### src/rtl/host_uart_pkg.sv
`default_nettype none
package host_uart_pkg;
	localparam int CLOCK_HZ          = 20_000_000;
	localparam int BAUD_RATE         = 9600;
	// Bit period rounded to nearest; error well under 1 percent
	localparam int BIT_CYCLES        = (CLOCK_HZ + BAUD_RATE / 2) / BAUD_RATE;
	localparam int HALF_BIT_CYCLES   = BIT_CYCLES / 2;
	localparam int DATA_BITS         = 8;
	// Handshake timing in ms
	localparam int PENDING_WAIT_MS   = 500;
	localparam int RETRY_WAIT_MS     = 500;
	localparam int INTERPACKET_MS    = 20;
	localparam int RESPONSE_MS       = 125;
	localparam int PENDING_WAIT_CYC  = PENDING_WAIT_MS * (CLOCK_HZ / 1000);
	localparam int RETRY_WAIT_CYC    = RETRY_WAIT_MS * (CLOCK_HZ / 1000);
	localparam int INTERPACKET_CYC   = INTERPACKET_MS * (CLOCK_HZ / 1000);
	localparam int RESPONSE_CYC      = RESPONSE_MS * (CLOCK_HZ / 1000);
	localparam int FIFO_DEPTH        = 32;
	localparam int FIFO_WIDTH        = 9;
	localparam logic [7:0] HDLC_FLAG = 8'h7E;
endpackage : host_uart_pkg
`default_nettype wire

### src/rtl/host_uart_byte_flow_control.sv
// How it works
// - 9600 b/s port, byte and packet pacing
// - Pending low until host ready or timeout
// - On timeout release, wait, then retry
// - Release pending within 10 ms of ready
// - Each next byte waits for ready re-fall
// - Start bit within 10 ms of ready
// - Accept output high until network joined
// - Accept high when full or not joined
// - Local packets received regardless of accept
// - Timestamp input low requests timestamp packet
// - Receive tolerates 2 percent, transmit 1 percent
// - One stop bit each direction
// - Answer every request within 125 ms
// - Twenty ms gap between packets
// - Eight data bits, no parity
`default_nettype none
module host_uart_byte_flow_control #(
	parameter int PENDING_WAIT_CYC = host_uart_pkg::PENDING_WAIT_CYC,
	parameter int RETRY_WAIT_CYC   = host_uart_pkg::RETRY_WAIT_CYC,
	parameter int INTERPACKET_CYC  = host_uart_pkg::INTERPACKET_CYC,
	parameter int RESPONSE_CYC     = host_uart_pkg::RESPONSE_CYC,
	parameter int FIFO_DEPTH       = host_uart_pkg::FIFO_DEPTH
) (
	// Clock and reset
	input  wire logic       clock,
	input  wire logic       arst_n,
	// Serial link
	input  wire logic       uartRx,
	output logic            uartTx,
	output logic            packet_pending_n,
	input  wire logic       host_ready_n,
	output logic            accept_packet_n,
	input  wire logic       timestamp_n,
	// Device side: bytes toward host, last marks end of packet
	input  wire logic       txValid,
	output logic            txReady,
	input  wire logic [7:0] txData,
	input  wire logic       txLast,
	// Device side: bytes from host
	output logic            rxValid,
	output logic [7:0]      rxData,
	output logic            rxFrameError,
	// Device status and events
	input  wire logic       netJoined,
	input  wire logic       bufferSpace,
	output logic            timestampReq,
	output logic            responseLate
);
	typedef enum logic [2:0] {
		TX_IDLE, TX_GAP, TX_PEND, TX_RETRY, TX_WAIT_LOW, TX_SHIFT, TX_WAIT_HIGH
	} tx_mode_t;
	typedef enum logic [1:0] {RX_IDLE, RX_START, RX_DATA, RX_STOP} rx_mode_t;

	typedef struct packed {
		logic [1:0]  readySync;
		logic [1:0]  stampSync;
		logic [1:0]  rxSync;
		logic        stampPrev;
		logic        stampPulse;
		tx_mode_t    txMode;
		logic [23:0] txTimer;
		logic [15:0] txBaud;
		logic [3:0]  txBit;
		logic [9:0]  txShift;
		logic        txLastByte;
		logic        ackSeen;
		logic        pending;
		logic        line;
		rx_mode_t    rxMode;
		logic [15:0] rxBaud;
		logic [3:0]  rxBit;
		logic [7:0]  rxShift;
		logic        rxValid;
		logic [7:0]  rxData;
		logic        rxErr;
		logic [23:0] respTimer;
		logic        respOpen;
		logic        late;
	} state_t;
	state_t st_reg, st_next;

	logic       fifoValid, fifoPop;
	logic [8:0] fifoData;
	logic       readyLow, stampLow, rxLine;

	// Outbound bytes queue here; txReady stalls the device source when full
	byte_fifo #(.WIDTH(host_uart_pkg::FIFO_WIDTH), .DEPTH(FIFO_DEPTH)) u_fifo (
		.clock    (clock),
		.arst_n   (arst_n),
		.inValid  (txValid),
		.inReady  (txReady),
		.inData   ({txLast, txData}),
		.outValid (fifoValid),
		.outReady (fifoPop),
		.outData  (fifoData)
	);

	assign readyLow = !st_reg.readySync[1];
	assign stampLow = !st_reg.stampSync[1];
	assign rxLine   = st_reg.rxSync[1];

	// Outputs straight from state, except accept_packet_n decoded from netJoined and bufferSpace
	assign uartTx           = st_reg.line;
	assign packet_pending_n = !st_reg.pending;
	assign accept_packet_n  = !(netJoined && bufferSpace);
	assign rxValid          = st_reg.rxValid;
	assign rxData           = st_reg.rxData;
	assign rxFrameError     = st_reg.rxErr;
	assign timestampReq     = st_reg.stampPulse;
	assign responseLate     = st_reg.late;

	// Next-state logic for synchronisers, transmitter, receiver and timers
	always_comb begin
		st_next = st_reg;
		fifoPop = 1'b0;
		// Two-stage synchronisers on host inputs
		st_next.readySync = {st_reg.readySync[0], host_ready_n};
		st_next.stampSync = {st_reg.stampSync[0], timestamp_n};
		st_next.rxSync    = {st_reg.rxSync[0], uartRx};
		// Timestamp request on falling edge of synchronised input
		st_next.stampPrev  = stampLow;
		st_next.stampPulse = stampLow && !st_reg.stampPrev;
		st_next.rxValid    = 1'b0;

		// Transmit path
		case (st_reg.txMode)
			TX_IDLE: begin
				if (fifoValid) begin
					st_next.pending = 1'b1;
					st_next.txTimer = '0;
					st_next.txMode  = TX_PEND;
				end
			end
			TX_GAP: begin
				st_next.txTimer = st_reg.txTimer + 1'b1;
				if (st_reg.txTimer >= 24'(INTERPACKET_CYC - 1)) st_next.txMode = TX_IDLE;
			end
			TX_PEND: begin
				st_next.txTimer = st_reg.txTimer + 1'b1;
				if (readyLow) begin
					st_next.pending = 1'b0;
					st_next.txMode  = TX_WAIT_LOW;
				end else if (st_reg.txTimer >= 24'(PENDING_WAIT_CYC - 1)) begin
					st_next.pending = 1'b0;
					st_next.txTimer = '0;
					st_next.txMode  = TX_RETRY;
				end
			end
			TX_RETRY: begin
				st_next.txTimer = st_reg.txTimer + 1'b1;
				if (st_reg.txTimer >= 24'(RETRY_WAIT_CYC - 1)) begin
					st_next.pending = 1'b1;
					st_next.txTimer = '0;
					st_next.txMode  = TX_PEND;
				end
			end
			TX_WAIT_LOW: begin
				// Ready seen low: start the byte at once
				if (readyLow && fifoValid) begin
					fifoPop            = 1'b1;
					st_next.txShift    = {1'b1, fifoData[7:0], 1'b0};
					st_next.txLastByte = fifoData[8];
					st_next.ackSeen    = 1'b0;
					st_next.txBit      = '0;
					st_next.txBaud     = '0;
					st_next.line       = 1'b0;
					st_next.txMode     = TX_SHIFT;
				end
			end
			TX_SHIFT: begin
				// Host may raise ready while the byte is still going out
				if (!readyLow) st_next.ackSeen = 1'b1;
				st_next.txBaud = st_reg.txBaud + 1'b1;
				if (st_reg.txBaud == 16'(host_uart_pkg::BIT_CYCLES - 1)) begin
					st_next.txBaud = '0;
					st_next.txBit  = st_reg.txBit + 1'b1;
					if (st_reg.txBit == 4'(host_uart_pkg::DATA_BITS + 1)) begin
						st_next.line    = 1'b1;
						st_next.txTimer = '0;
						if (st_reg.txLastByte) st_next.txMode = TX_GAP;
						else if (st_reg.ackSeen || !readyLow) st_next.txMode = TX_WAIT_LOW;
						else st_next.txMode = TX_WAIT_HIGH;
					end else begin
						st_next.line = st_reg.txShift[st_reg.txBit + 4'd1];
					end
				end
			end
			TX_WAIT_HIGH: begin
				// Next byte only after ready rises and falls again
				if (!readyLow) st_next.txMode = TX_WAIT_LOW;
			end
			default: st_next.txMode = TX_IDLE;
		endcase

		// Receive path, sampled mid-bit; all packets taken, local or not
		case (st_reg.rxMode)
			RX_IDLE: begin
				st_next.rxBaud = '0;
				if (!rxLine) st_next.rxMode = RX_START;
			end
			RX_START: begin
				st_next.rxBaud = st_reg.rxBaud + 1'b1;
				if (st_reg.rxBaud == 16'(host_uart_pkg::HALF_BIT_CYCLES - 1)) begin
					st_next.rxBaud = '0;
					st_next.rxBit  = '0;
					st_next.rxMode = rxLine ? RX_IDLE : RX_DATA;
				end
			end
			RX_DATA: begin
				st_next.rxBaud = st_reg.rxBaud + 1'b1;
				if (st_reg.rxBaud == 16'(host_uart_pkg::BIT_CYCLES - 1)) begin
					st_next.rxBaud  = '0;
					st_next.rxShift = {rxLine, st_reg.rxShift[7:1]};
					st_next.rxBit   = st_reg.rxBit + 1'b1;
					if (st_reg.rxBit == 4'(host_uart_pkg::DATA_BITS - 1)) st_next.rxMode = RX_STOP;
				end
			end
			RX_STOP: begin
				st_next.rxBaud = st_reg.rxBaud + 1'b1;
				if (st_reg.rxBaud == 16'(host_uart_pkg::BIT_CYCLES - 1)) begin
					st_next.rxValid = 1'b1;
					st_next.rxData  = st_reg.rxShift;
					st_next.rxErr   = !rxLine;
					st_next.rxMode  = RX_IDLE;
				end
			end
			default: st_next.rxMode = RX_IDLE;
		endcase

		// Response watchdog: a flag byte from the host opens a request
		if (st_reg.rxValid && st_reg.rxData == host_uart_pkg::HDLC_FLAG && !st_reg.respOpen) begin
			st_next.respOpen  = 1'b1;
			st_next.respTimer = '0;
		end else if (st_reg.respOpen) begin
			st_next.respTimer = st_reg.respTimer + 1'b1;
			if (fifoPop) st_next.respOpen = 1'b0;
			else if (st_reg.respTimer >= 24'(RESPONSE_CYC - 1)) begin
				st_next.late     = 1'b1;
				st_next.respOpen = 1'b0;
			end
		end
	end

	// State register
	always_ff @(posedge clock or negedge arst_n) begin
		if (!arst_n) begin
			st_reg           <= '0;
			st_reg.readySync <= 2'h3;
			st_reg.stampSync <= 2'h3;
			st_reg.rxSync    <= 2'h3;
			st_reg.stampPrev <= 1'b0;
			st_reg.line      <= 1'b1;
			st_reg.txMode    <= TX_IDLE;
			st_reg.rxMode    <= RX_IDLE;
		end else begin
			st_reg <= st_next;
		end
	end
endmodule : host_uart_byte_flow_control
`default_nettype wire

### src/rtl/byte_fifo.sv
`default_nettype none
module byte_fifo #(
	parameter int WIDTH = 9,
	parameter int DEPTH = 32
) (
	// Clock and reset
	input  wire logic             clock,
	input  wire logic             arst_n,
	// Fill side
	input  wire logic             inValid,
	output logic                  inReady,
	input  wire logic [WIDTH-1:0] inData,
	// Drain side
	output logic                  outValid,
	input  wire logic             outReady,
	output logic      [WIDTH-1:0] outData
);
	localparam int AW = $clog2(DEPTH);
	typedef struct packed {
		logic [AW-1:0] wrPtr;
		logic [AW-1:0] rdPtr;
		logic [AW:0]   count;
	} fifo_state_t;
	fifo_state_t st_reg, st_next;
	logic [WIDTH-1:0] mem [DEPTH];
	logic pushing, popping;

	// Handshakes and pointer updates
	always_comb begin
		inReady  = (st_reg.count != (AW+1)'(DEPTH));
		outValid = (st_reg.count != '0);
		outData  = mem[st_reg.rdPtr];
		pushing  = inValid && inReady;
		popping  = outValid && outReady;
		st_next  = st_reg;
		if (pushing) st_next.wrPtr = st_reg.wrPtr + 1'b1;
		if (popping) st_next.rdPtr = st_reg.rdPtr + 1'b1;
		if (pushing && !popping) st_next.count = st_reg.count + 1'b1;
		else if (popping && !pushing) st_next.count = st_reg.count - 1'b1;
	end

	// State register
	always_ff @(posedge clock or negedge arst_n) begin
		if (!arst_n) st_reg <= '0;
		else st_reg <= st_next;
	end

	// Storage array
	always_ff @(posedge clock) begin
		if (pushing) mem[st_reg.wrPtr] <= inData;
	end
endmodule : byte_fifo
`default_nettype wire

### config.mk
export PLATFORM = sky130hd
export DESIGN_NAME = host_uart_byte_flow_control
export DESIGN_NICKNAME = d
export VERILOG_FILES = /design/src/rtl/host_uart_pkg.sv /design/src/rtl/host_uart_byte_flow_control.sv /design/src/rtl/byte_fifo.sv
export SDC_FILE = /design/constraint.sdc
export NUM_CORES = 1
export LEC_CHECK = 0
export BUFFER_PORTS_ARGS = -buffer_cell sky130_fd_sc_hd__buf_2
export CAP_MARGIN = 15
export CORE_MARGIN = 2
export CORE_UTILIZATION = 50
export DETAILED_ROUTE_END_ITERATION = 10
export PLACE_DENSITY = 0.77
export SYNTH_ARGS = -nofsm -noshare
export SYNTH_HDL_FRONTEND = slang
export SYNTH_SLANG_ARGS = --single-unit
### constraint.sdc
create_clock -name clock -period 3.1 [get_ports clock]
set_input_delay 0.31 -clock clock [delete_from_list [all_inputs] [get_ports clock]]
set_output_delay 0.31 -clock clock [all_outputs]
set_load 0.01 [all_outputs]
## After elaboration in Yosys (flattened, before gate mapping)

Memory sizes are Yosys's and may differ from the RTL's.
Cells that the tools add are included.

| storage, ports and cells | value |
|---|---|
| ROM bits | 0 |
| bits of input ports | 17 |
| bits in writable memories | 288 |
| flip-flop bits (word level) | 150 |
| word-level logic and storage cells | 164 |
| output and inout port bits | 16 |
| bits in latches | 0 |
| memories | 1 |

| cells by class | value |
|---|---|
| add/subtract/negate cells | 10 |
| muxes and demuxes | 50 |
| divide/modulo/power cells | 0 |
| eq/ne operators | 30 |
| shift-type cells | 0 |
| reduce and logical (&&, ||, !) cells | 40 |
| $lt $le $gt $ge | 4 |
| $mul | 0 |
| bitwise logic cells | 2 |

Memory list:

| name | words | width | read ports | clocked after Yosys merged registers in | wr ports | RTL line | source |
|---|---|---|---|---|---|---|---|
| u_fifo.mem | 32 | 9 | 1 | 0 | 1 | byte_fifo.sv:25 | `logic [WIDTH-1:0] mem [DEPTH];` |

Operators with widths:

| cell | number |
|---|---|
| 24-bit case mux with 5 select lines | 1 |
| 27-bit two-way mux | 4 |
| 18-bit case mux with 4 select lines | 1 |
| 24-bit by 1-bit adder with 24-bit output (second input constant) | 2 |
| 47-bit two-way mux | 1 |
| 20-bit case mux with 2 select lines | 1 |
| 16-bit by 1-bit adder with 16-bit output (second input constant) | 2 |
| 16-bit by 12-bit == test with 1-bit output (second input constant) | 2 |
| 32-bit two-way mux | 1 |
| 30-bit two-way mux | 1 |
| 26-bit two-way mux | 1 |
| 2-bit != test (second input constant) | 13 |
| 25-bit two-way mux | 1 |
| 24-bit by 19-bit greater-or-equal comparator with 1-bit output (second input constant) | 1 |
| 24-bit by 22-bit greater-or-equal comparator with 1-bit output (second input constant) | 1 |
| 24-bit greater-or-equal comparator (second input constant) | 1 |
| 24-bit two-way mux | 1 |
| 22-bit two-way mux | 1 |
| 3-bit case mux with 7 select lines | 1 |
| 10-bit two-way mux | 2 |
| 16-bit by 11-bit == test with 1-bit output (second input constant) | 1 |
| 1-bit two-way mux | 15 |
| 3-bit two-way mux | 5 |
| 2-bit two-way mux | 6 |
| 35 further kinds | 70 |

## Depth between registers and ports, before layout

Gate-level depths: netlist of run 1.

| logic depth | value |
|---|---|
| depth in word-level cells | 8 |
| depth in mapped cells | 14 |
| mapped depth without buffers | 13 |

## Hierarchy

A second synthesis of run 1 with hierarchy kept.

| second synthesis, totals | value |
|---|---|
| cells, all modules | 1,336 |
| area total of the unflattened synthesis | 18,975.7 µm² |

By module, submodules not included:

| module | seq. area each (µm²) | cells each | area an instance (µm²) | instances |
|---|---|---|---|---|
| byte_fifo | 9,048.7 | 611 | 12,121.6 | 1 |
| host_uart_byte_flow_control | 3,362.0 | 725 | 6,854.1 | 1 |

## Worst setup path after synthesis of run 1

No wires, ideal clock.

| timing path | value |
|---|---|
| path kind | register to register |
| from | register u_fifo.st_reg[0] in the netlist's numbering |
| to | register u_fifo.st_reg[5] in the netlist's numbering |
| setup time | 130 ps |
| slack | 8 ps |
| data arrival time | 2,961 ps |
| path buffers | 1 |
| data required time | 2,970 ps |
| clock period less this slack | 3,092 ps |
| stages on the path, launching flop included | 15 |
| path through | dfrtp_1 or4_1 nor3_1 and3b_1 buf_2 inv_1 ha_1 inv_1 ha_1 a21o_1 a21oi_1 nor2_1 nand4_1 o211ai_1 xor2_1 |

| on the way | value |
|---|---|
| cells in the longest elaborated chain, start to end | 8 |
| elaborated cells between the ends (all ways) | 16 |
| classes of those cells | add/sub (2); eq/ne (1); mux (4); reduce/logical (9) |

Ends and longest elaborated chain:

| element | RTL line | source |
|---|---|---|
| start: declaration | byte_fifo.sv:24 | `fifo_state_t st_reg, st_next;` |
| start signal: assignment | byte_fifo.sv:45 | `else st_reg <= st_next;` |
| branches (longest 8 deep; another with 6-bit by 1-bit subtractor with 6-bit output) | n/a |  |

Several ways; the timed one is not identified. The select of a mux whose other input is x is not followed.
A chain may end at the register's enable or synchronous reset.

## Worst setup path in the final report of run 1

Same ends and word-level chain as after synthesis.

==> flow_summary.yaml, run 1 <==
setup_path:
  cp_data_required_time_ns: 3.52
  cp-end-kind: "flop"
  critical_path_arrival_ns: 3.32
  worst_setup_path_start_kind: "flop"
  worst-setup-path-type: "reg -> reg"
  crit_fanout: 5
power:
  power_density_nw_per_um2: 774
  peakVddDrop_mv: 0.584
  leakage_nw: 7.50
  power_mw: 16.1
synthesis:
  synth_area_leaders: "edfxtp_1, dfrtp_1, mux4_2"
  netlist_area_um2: 18700
  synth_flop_cell: "edfxtp_1"
  synth_top_area_share_pct: 46.3
  ys_async_sr_fraction_pct: 34.2
  yosysMostFrequentCell: "edfxtp_1"
  synth_common_cells: "edfxtp_1, dfrtp_1, nor2_1, nand2_1, mux4_2"
  synth_warnings: 0
  synth_top_area_cell: "edfxtp_1"
  synth_cell_types: 64
  postSynthAreaPerCell_um2: 14.5
  ys_seq_area_share_pct: 66.5
  synth_edf_count: 288
  ys_seq_elements: 438
  synth_cells: 1285
  synth_fp_nets: 1323
timing:
  finalMaxSlewViolations: 0
  tightestPinTransition_ns: 1.11
  rsz0062_at_grt: "no"
  finalHoldViolCount: 0
  fin_crit_ns: 2.90
  fin_crit_sh_pct: 93.7
  tns_ns: 0
  slew_headroom_pct: 25.5
  setup_viol: 0
  max_freq_mhz: 344
  fin_skew_ns: 0.0152
routing:
  drt-vias-per-instance: 6.06
  dr.pass1.iters: 5
  via_count: 11100
  remaining_drc_errors: 0
  wl_met3_um: 2020
  wl_met1_um: 16200
  route.antenna.remaining_nets: 0
  dr_wl_met2_um: 18500
  routed_wirelength_um: 37800
  routed.top_layer: "met4"
  drt_iter0_drc: 1178
  post_drt_wl_per_cell_um: 20.7
place:
  io_buffers: 32
  placed_area_um2: 19300
  gp_congestion: 0.878
  hpwl_um: 23600
clock_tree:
  cts_tree: "yes"
  cts_buffers: 44
  clock_sinks: 438
  h-tree-depth: 2
  post-cts-setup-buffer-count: 0
  clk_pin_slew_ns: 0.06
  clk_latency_ns: 0.55
  cts_max_path_buffers: 3
  cts_root_buffer: "clkbuf_16"
hold_path:
  hold_class: "in -> reg"
layout:
  nNetsFinal: 1359
  area_growth_pct: 11.4
  num_antenna_cells: 0
  layout.core_utilization_pct: 56.7
  drive_above_1_share_pct: 18.0
  largest_register_ffs: 288
  design_area_um2: 20800
floorplanning:
  die-area_um2: 38900
  die_w_um: 197
  ioPinCount: 33
  row_count: 70
  chipHeight_um: 197
  coreArea_um2: 36700
  initial_core_util_pct: 50.9
status:
  status: "completed"
global_route:
  grt_pass1_vias: 11100
  gr-usage-all-layers_pct: 19.8
  grt_pass1_wl_um: 60100
  grt_max_degree: 68
  grt_overflow: 0
  antenna_found_initial: 0
flow_run:
  drv_cap: 0
[placed cells by master, fill, tap and decap left out, types with 14 or more instances in the layout]
| master | count |
|---|---|
| edfxtp_1 | 288 |
| dfrtp_1 | 141 |
| nor2_1 | 106 |
| nand2_1 | 85 |
| mux4_2 | 74 |
| o21ai_0 | 69 |
| nand3_1 | 56 |
| clkbuf_16 | 44 |
| o22ai_1 | 37 |
| buf_2 | 31 |
| mux2_2 | 28 |
| a31oi_1 | 27 |
| a21oi_1 | 25 |
| inv_1 | 22 |
| xnor2_1 | 21 |
| nand4_1 | 21 |
| and3_1 | 19 |
| ha_1 | 19 |
| nor4_1 | 17 |
| buf_4 | 14 |
[routing by layer]
| layer | GRT usage [%] | up-vias |
|---|---|---|
| met3 | 3.43 | 67 |
| met4 | 7.13 | 0 |
| met2 | 32.1 | 338 |
| met5 | 0 | - |
| li1 | - | 5049 |
| met1 | 27.2 | 5604 |
[per-stage QoR]
step           hold WS [ns]  instances  setup slack, ns
3_5_place_dp          0.348       1739           0.0772
2_1_floorplan        0.0144       1285          0.00839
4_1_cts               0.294       1824           0.0728
6_report              0.315       1824            0.196
5_1_grt               0.316       1824          0.00204
3_3_place_gp          0.345       1739            0.194
[worst paths after layout]
| path | slack (ns) | depth (start not counted) | end | from |
|---|---|---|---|---|
| min in group asynchronous | 0.34 | 2 | st_reg[110] | arst_n |
| worst min register to register | 0.36 | 0 | rxLine | st_next[130] |
| worst min-delay path | 0.32 | 4 | u_fifo.st_reg[11] | txValid |
| max in group asynchronous | 1.96 | 3 | st_reg[134] | arst_n |
| worst max-delay path | 0.20 | 13 | u_fifo.st_reg[5] | u_fifo.st_reg[0] |
| worst max register to register | 0.20 | 13 | u_fifo.st_reg[5] | u_fifo.st_reg[0] |
[layout make-up]
class	instances	area, um2
Fill cell	2789	15900
Sequential cell	438	12400
Multi-Input combinational cell	759	5910
Clock buffer	57	1190
Tap cell	468	586
Timing Repair Buffer	55	412
Clock inverter	24	206
Inverter	23	86.3
[power by group]
part           total, mW  leakage [nW]  switching [mW]  internal (mW)
Clock               5.14         0.681            2.18           2.97
Combinational       3.79          2.23            2.09           1.70
Sequential          7.17          4.58           0.433           6.74
Total               16.1          7.50            4.70           11.4
[worst max-delay path, stage by stage (launching register included)]
cell	delay (ns)
dfrtp_1	0.37
or4_1	0.58
nor2_1	0.13
nand2_1	0.09
and2_1	0.19
ha_1	0.21
inv_2	0.13
ha_1	0.24
a21o_1	0.19
a21oi_2	0.20
nor2_1	0.09
nand4_1	0.10
o211ai_1	0.11
xor2_1	0.16
[logic make-up after synthesis]
family	count (synthesis)	synth area share (%)
DFF	438	66.5
and+or+nand+nor	381	10.2
buffers and inverters	88	2.08
adders and majority gates	21	1.45
AOI/OAI and AO/OA	212	7.16
xor gates and xnor gates	33	1.55
muxes	112	11.1
[repair_timing]
item / CTS / global route
gates resized for setup: 0 / 4
endpoints found under the setup margin: 0 / 1
hold endpoints to repair: 67 / 0
hold buffers: 4 / 0
Note: power is estimated with default switching activity, not from simulation.
==> run 2: changes to the inputs <==
--- a/config.mk
+++ b/config.mk
@@ -11,6 +11,8 @@
 export CORE_UTILIZATION = 50
 export DETAILED_ROUTE_END_ITERATION = 10
 export PLACE_DENSITY = 0.77
+export RECOVER_POWER = 50
+export SETUP_SLACK_MARGIN = 0.4
 export SYNTH_ARGS = -nofsm -noshare
 export SYNTH_HDL_FRONTEND = slang
 export SYNTH_SLANG_ARGS = --single-unit
==> constraint.sdc (replaced) <==
create_clock -name clock -period 2.4 [get_ports clock]
set_input_delay 0.24 -clock clock [delete_from_list [all_inputs] [get_ports clock]]
set_output_delay 0.24 -clock clock [all_outputs]
set_load 0.01 [all_outputs]
==> flow_summary.yaml, run 2 (synthesis gave the netlist of run 1 again) <==
timing:
  finalMaxSlewViolations: 264
  setup_viol: 4
  fin_crit_ns: 2.67
  timing.hold.ws_ns: 0.319
  layout_setup_ws_ns: -0.271
  max_freq_mhz: 374
  finalHoldViolCount: 0
  tightestPinTransition_ns: 1.68
  tns_ns: -0.700
  fin_crit_sh_pct: 111
  rsz0062_at_grt: "yes"
  fin_skew_ns: 0.0267
  slew_headroom_pct: -12.3
place:
  hpwl_um: 24100
  gp_congestion: 0.862
  io_buffers: 32
  dpl.cell_count: 1777
layout:
  area_growth_pct: 23.1
  largest_register_ffs: 288
  layout.core_utilization_pct: 62.7
  num-fill-cells: 2476
  instances_no_fill: 1911
  nNetsFinal: 1445
  final_cell_mix: "edfxtp_1, dfrtp_1, mux4_2"
  num_antenna_cells: 0
  layout_commonest_cell: "edfxtp_1"
  multiInputGateArea_um2: 7090
  drive_above_1_share_pct: 33.3
  seqCellArea_um2: 12400
routing:
  via_count: 11900
  remaining_drc_errors: 0
  post_drt_wl_per_cell_um: 22.7
  wl_met3_um: 3060
  dr.pass1.iters: 6
  routed_wirelength_um: 43300
  route.antenna.remaining_nets: 0
  dr_wl_met2_um: 21800
  drt_iter0_drc: 1166
  routed.top_layer: "met4"
  drt-vias-per-instance: 6.23
  wl_met1_um: 17400
power:
  leakage_nw: 8.28
  peakVddDrop_mv: 0.808
  power_density_nw_per_um2: 1030
clock_tree:
  clk_pin_slew_ns: 0.06
  cts_max_path_buffers: 3
  cts_tree: "yes"
  clk_latency_ns: 0.57
  cts_buffers: 44
  clock_sinks: 438
  h-tree-depth: 2
  cts_root_buffer: "clkbuf_16"
floorplanning:
  row_count: 70
  chipHeight_um: 197
  coreArea_um2: 36700
  ioPinCount: 33
  initial_core_util_pct: 50.9
  die_w_um: 197
  die-area_um2: 38900
setup_path:
  crit_chain: "or4_4, nor3_4, and3b_2, inv_4, ha_4, inv_4, ha_4, or4_4, o211ai_1, xor2_1"
  crit-reg2reg-launch: "u_fifo.st_reg[1]"
  crit_start: "u_fifo.st_reg[1]"
  max_stage_delay_ns: 0.54
  critPathSlowestCell: "or4_4"
  worst_setup_path_start_kind: "flop"
  worst-path-buf-inv: 2
  cp_top_family: "simple AND/OR/NAND/NOR gates"
  cp_data_required_time_ns: 2.87
  crit_fanout: 5
  worst-setup-path-type: "reg -> reg"
  critical_path_arrival_ns: 3.14
  cp-end-kind: "flop"
global_route:
  grt_pass1_wl_um: 67300
  grt_overflow: 0
  grt_pass1_vias: 12000
  gr-usage-all-layers_pct: 22.3
  antenna_found_initial: 0
  grt_max_degree: 55
flow_run:
  drv_cap: 8
hold_path:
  hold_class: "in -> reg"
  min_from: "txValid"
status:
  status: "finished with violations"
  failed_checks: "capacitance limit, slew limit, setup timing"
-- run 2: what timing repair did --
action / in CTS / in global routing
endpoints found under the setup margin: 408 / 411
gates resized for setup: 157 / 78
cloned: 12 / 1
hold endpoints to repair: 51 / 0
hold buffers: 4 / 0
setup buffers: 22 / 13
pin swaps: 37 / 26
-- run 2: power breakdown --
| group | internal [mW] | switching, mW | leakage, nW | total, mW |
|---|---|---|---|---|
| clock | 3.89 | 3.00 | 0.719 | 6.88 |
| combinational | 3.74 | 3.99 | 2.99 | 7.74 |
| sequential | 8.71 | 0.435 | 4.58 | 9.14 |
| total | 16.3 | 7.42 | 8.28 | 23.8 |
-- run 2: final timing paths --
| path | endpoint | slack, ns | depth (start not counted) |
|---|---|---|---|
| hold / removal | u_fifo.st_reg[3] | 0.32 | 5 |
| min in group asynchronous | st_reg[108] | 0.50 | 2 |
| setup / recovery | u_fifo.st_reg[5] | -0.27 | 10 |
| hold reg to reg | rxLine | 0.36 | 0 |
| max in group asynchronous | st_reg[57] | 0.33 | 3 |
| setup reg to reg | u_fifo.st_reg[5] | -0.27 | 10 |
-- run 2: final cells by class --
class	count	share of cell area, %
Inverter	23	0.397
Timing Repair Buffer	138	5.90
Clock inverter	31	1.34
Multi-Input combinational cell	762	30.8
Tap cell	468	2.55
Clock buffer	51	4.95
Sequential cell	438	54.0
-- run 2: routing by layer --
layer | global-route usage (%) | vias to the layer above
met4 | 7.07 | 0
met1 | 30.5 | 6065
met5 | 0 | -
met3 | 4.15 | 94
met2 | 36.5 | 507
li1 | - | 5241
-- run 2: stage by stage --
step                      setup slack (ns)  cell area, um2  total power [mW]
after global routing                -0.399           23000              24.7
after CTS                           -0.285           22600              23.4
after floorplan                     -0.405           18900              13.0
after global placement              -0.307           19800              14.5
after detailed placement            -0.374           19800              14.7
final                               -0.271           23000              23.8
-- run 2: worst reg2reg max path, cell delays in order (launching register included) --
cell and delay [ns]:
dfrtp_1 0.38, or4_4 0.54, nor3_4 0.13, and3b_2 0.25, inv_4 0.06, ha_4 0.14
inv_4 0.05, ha_4 0.16, or4_4 0.51, o211ai_1 0.20, xor2_1 0.16
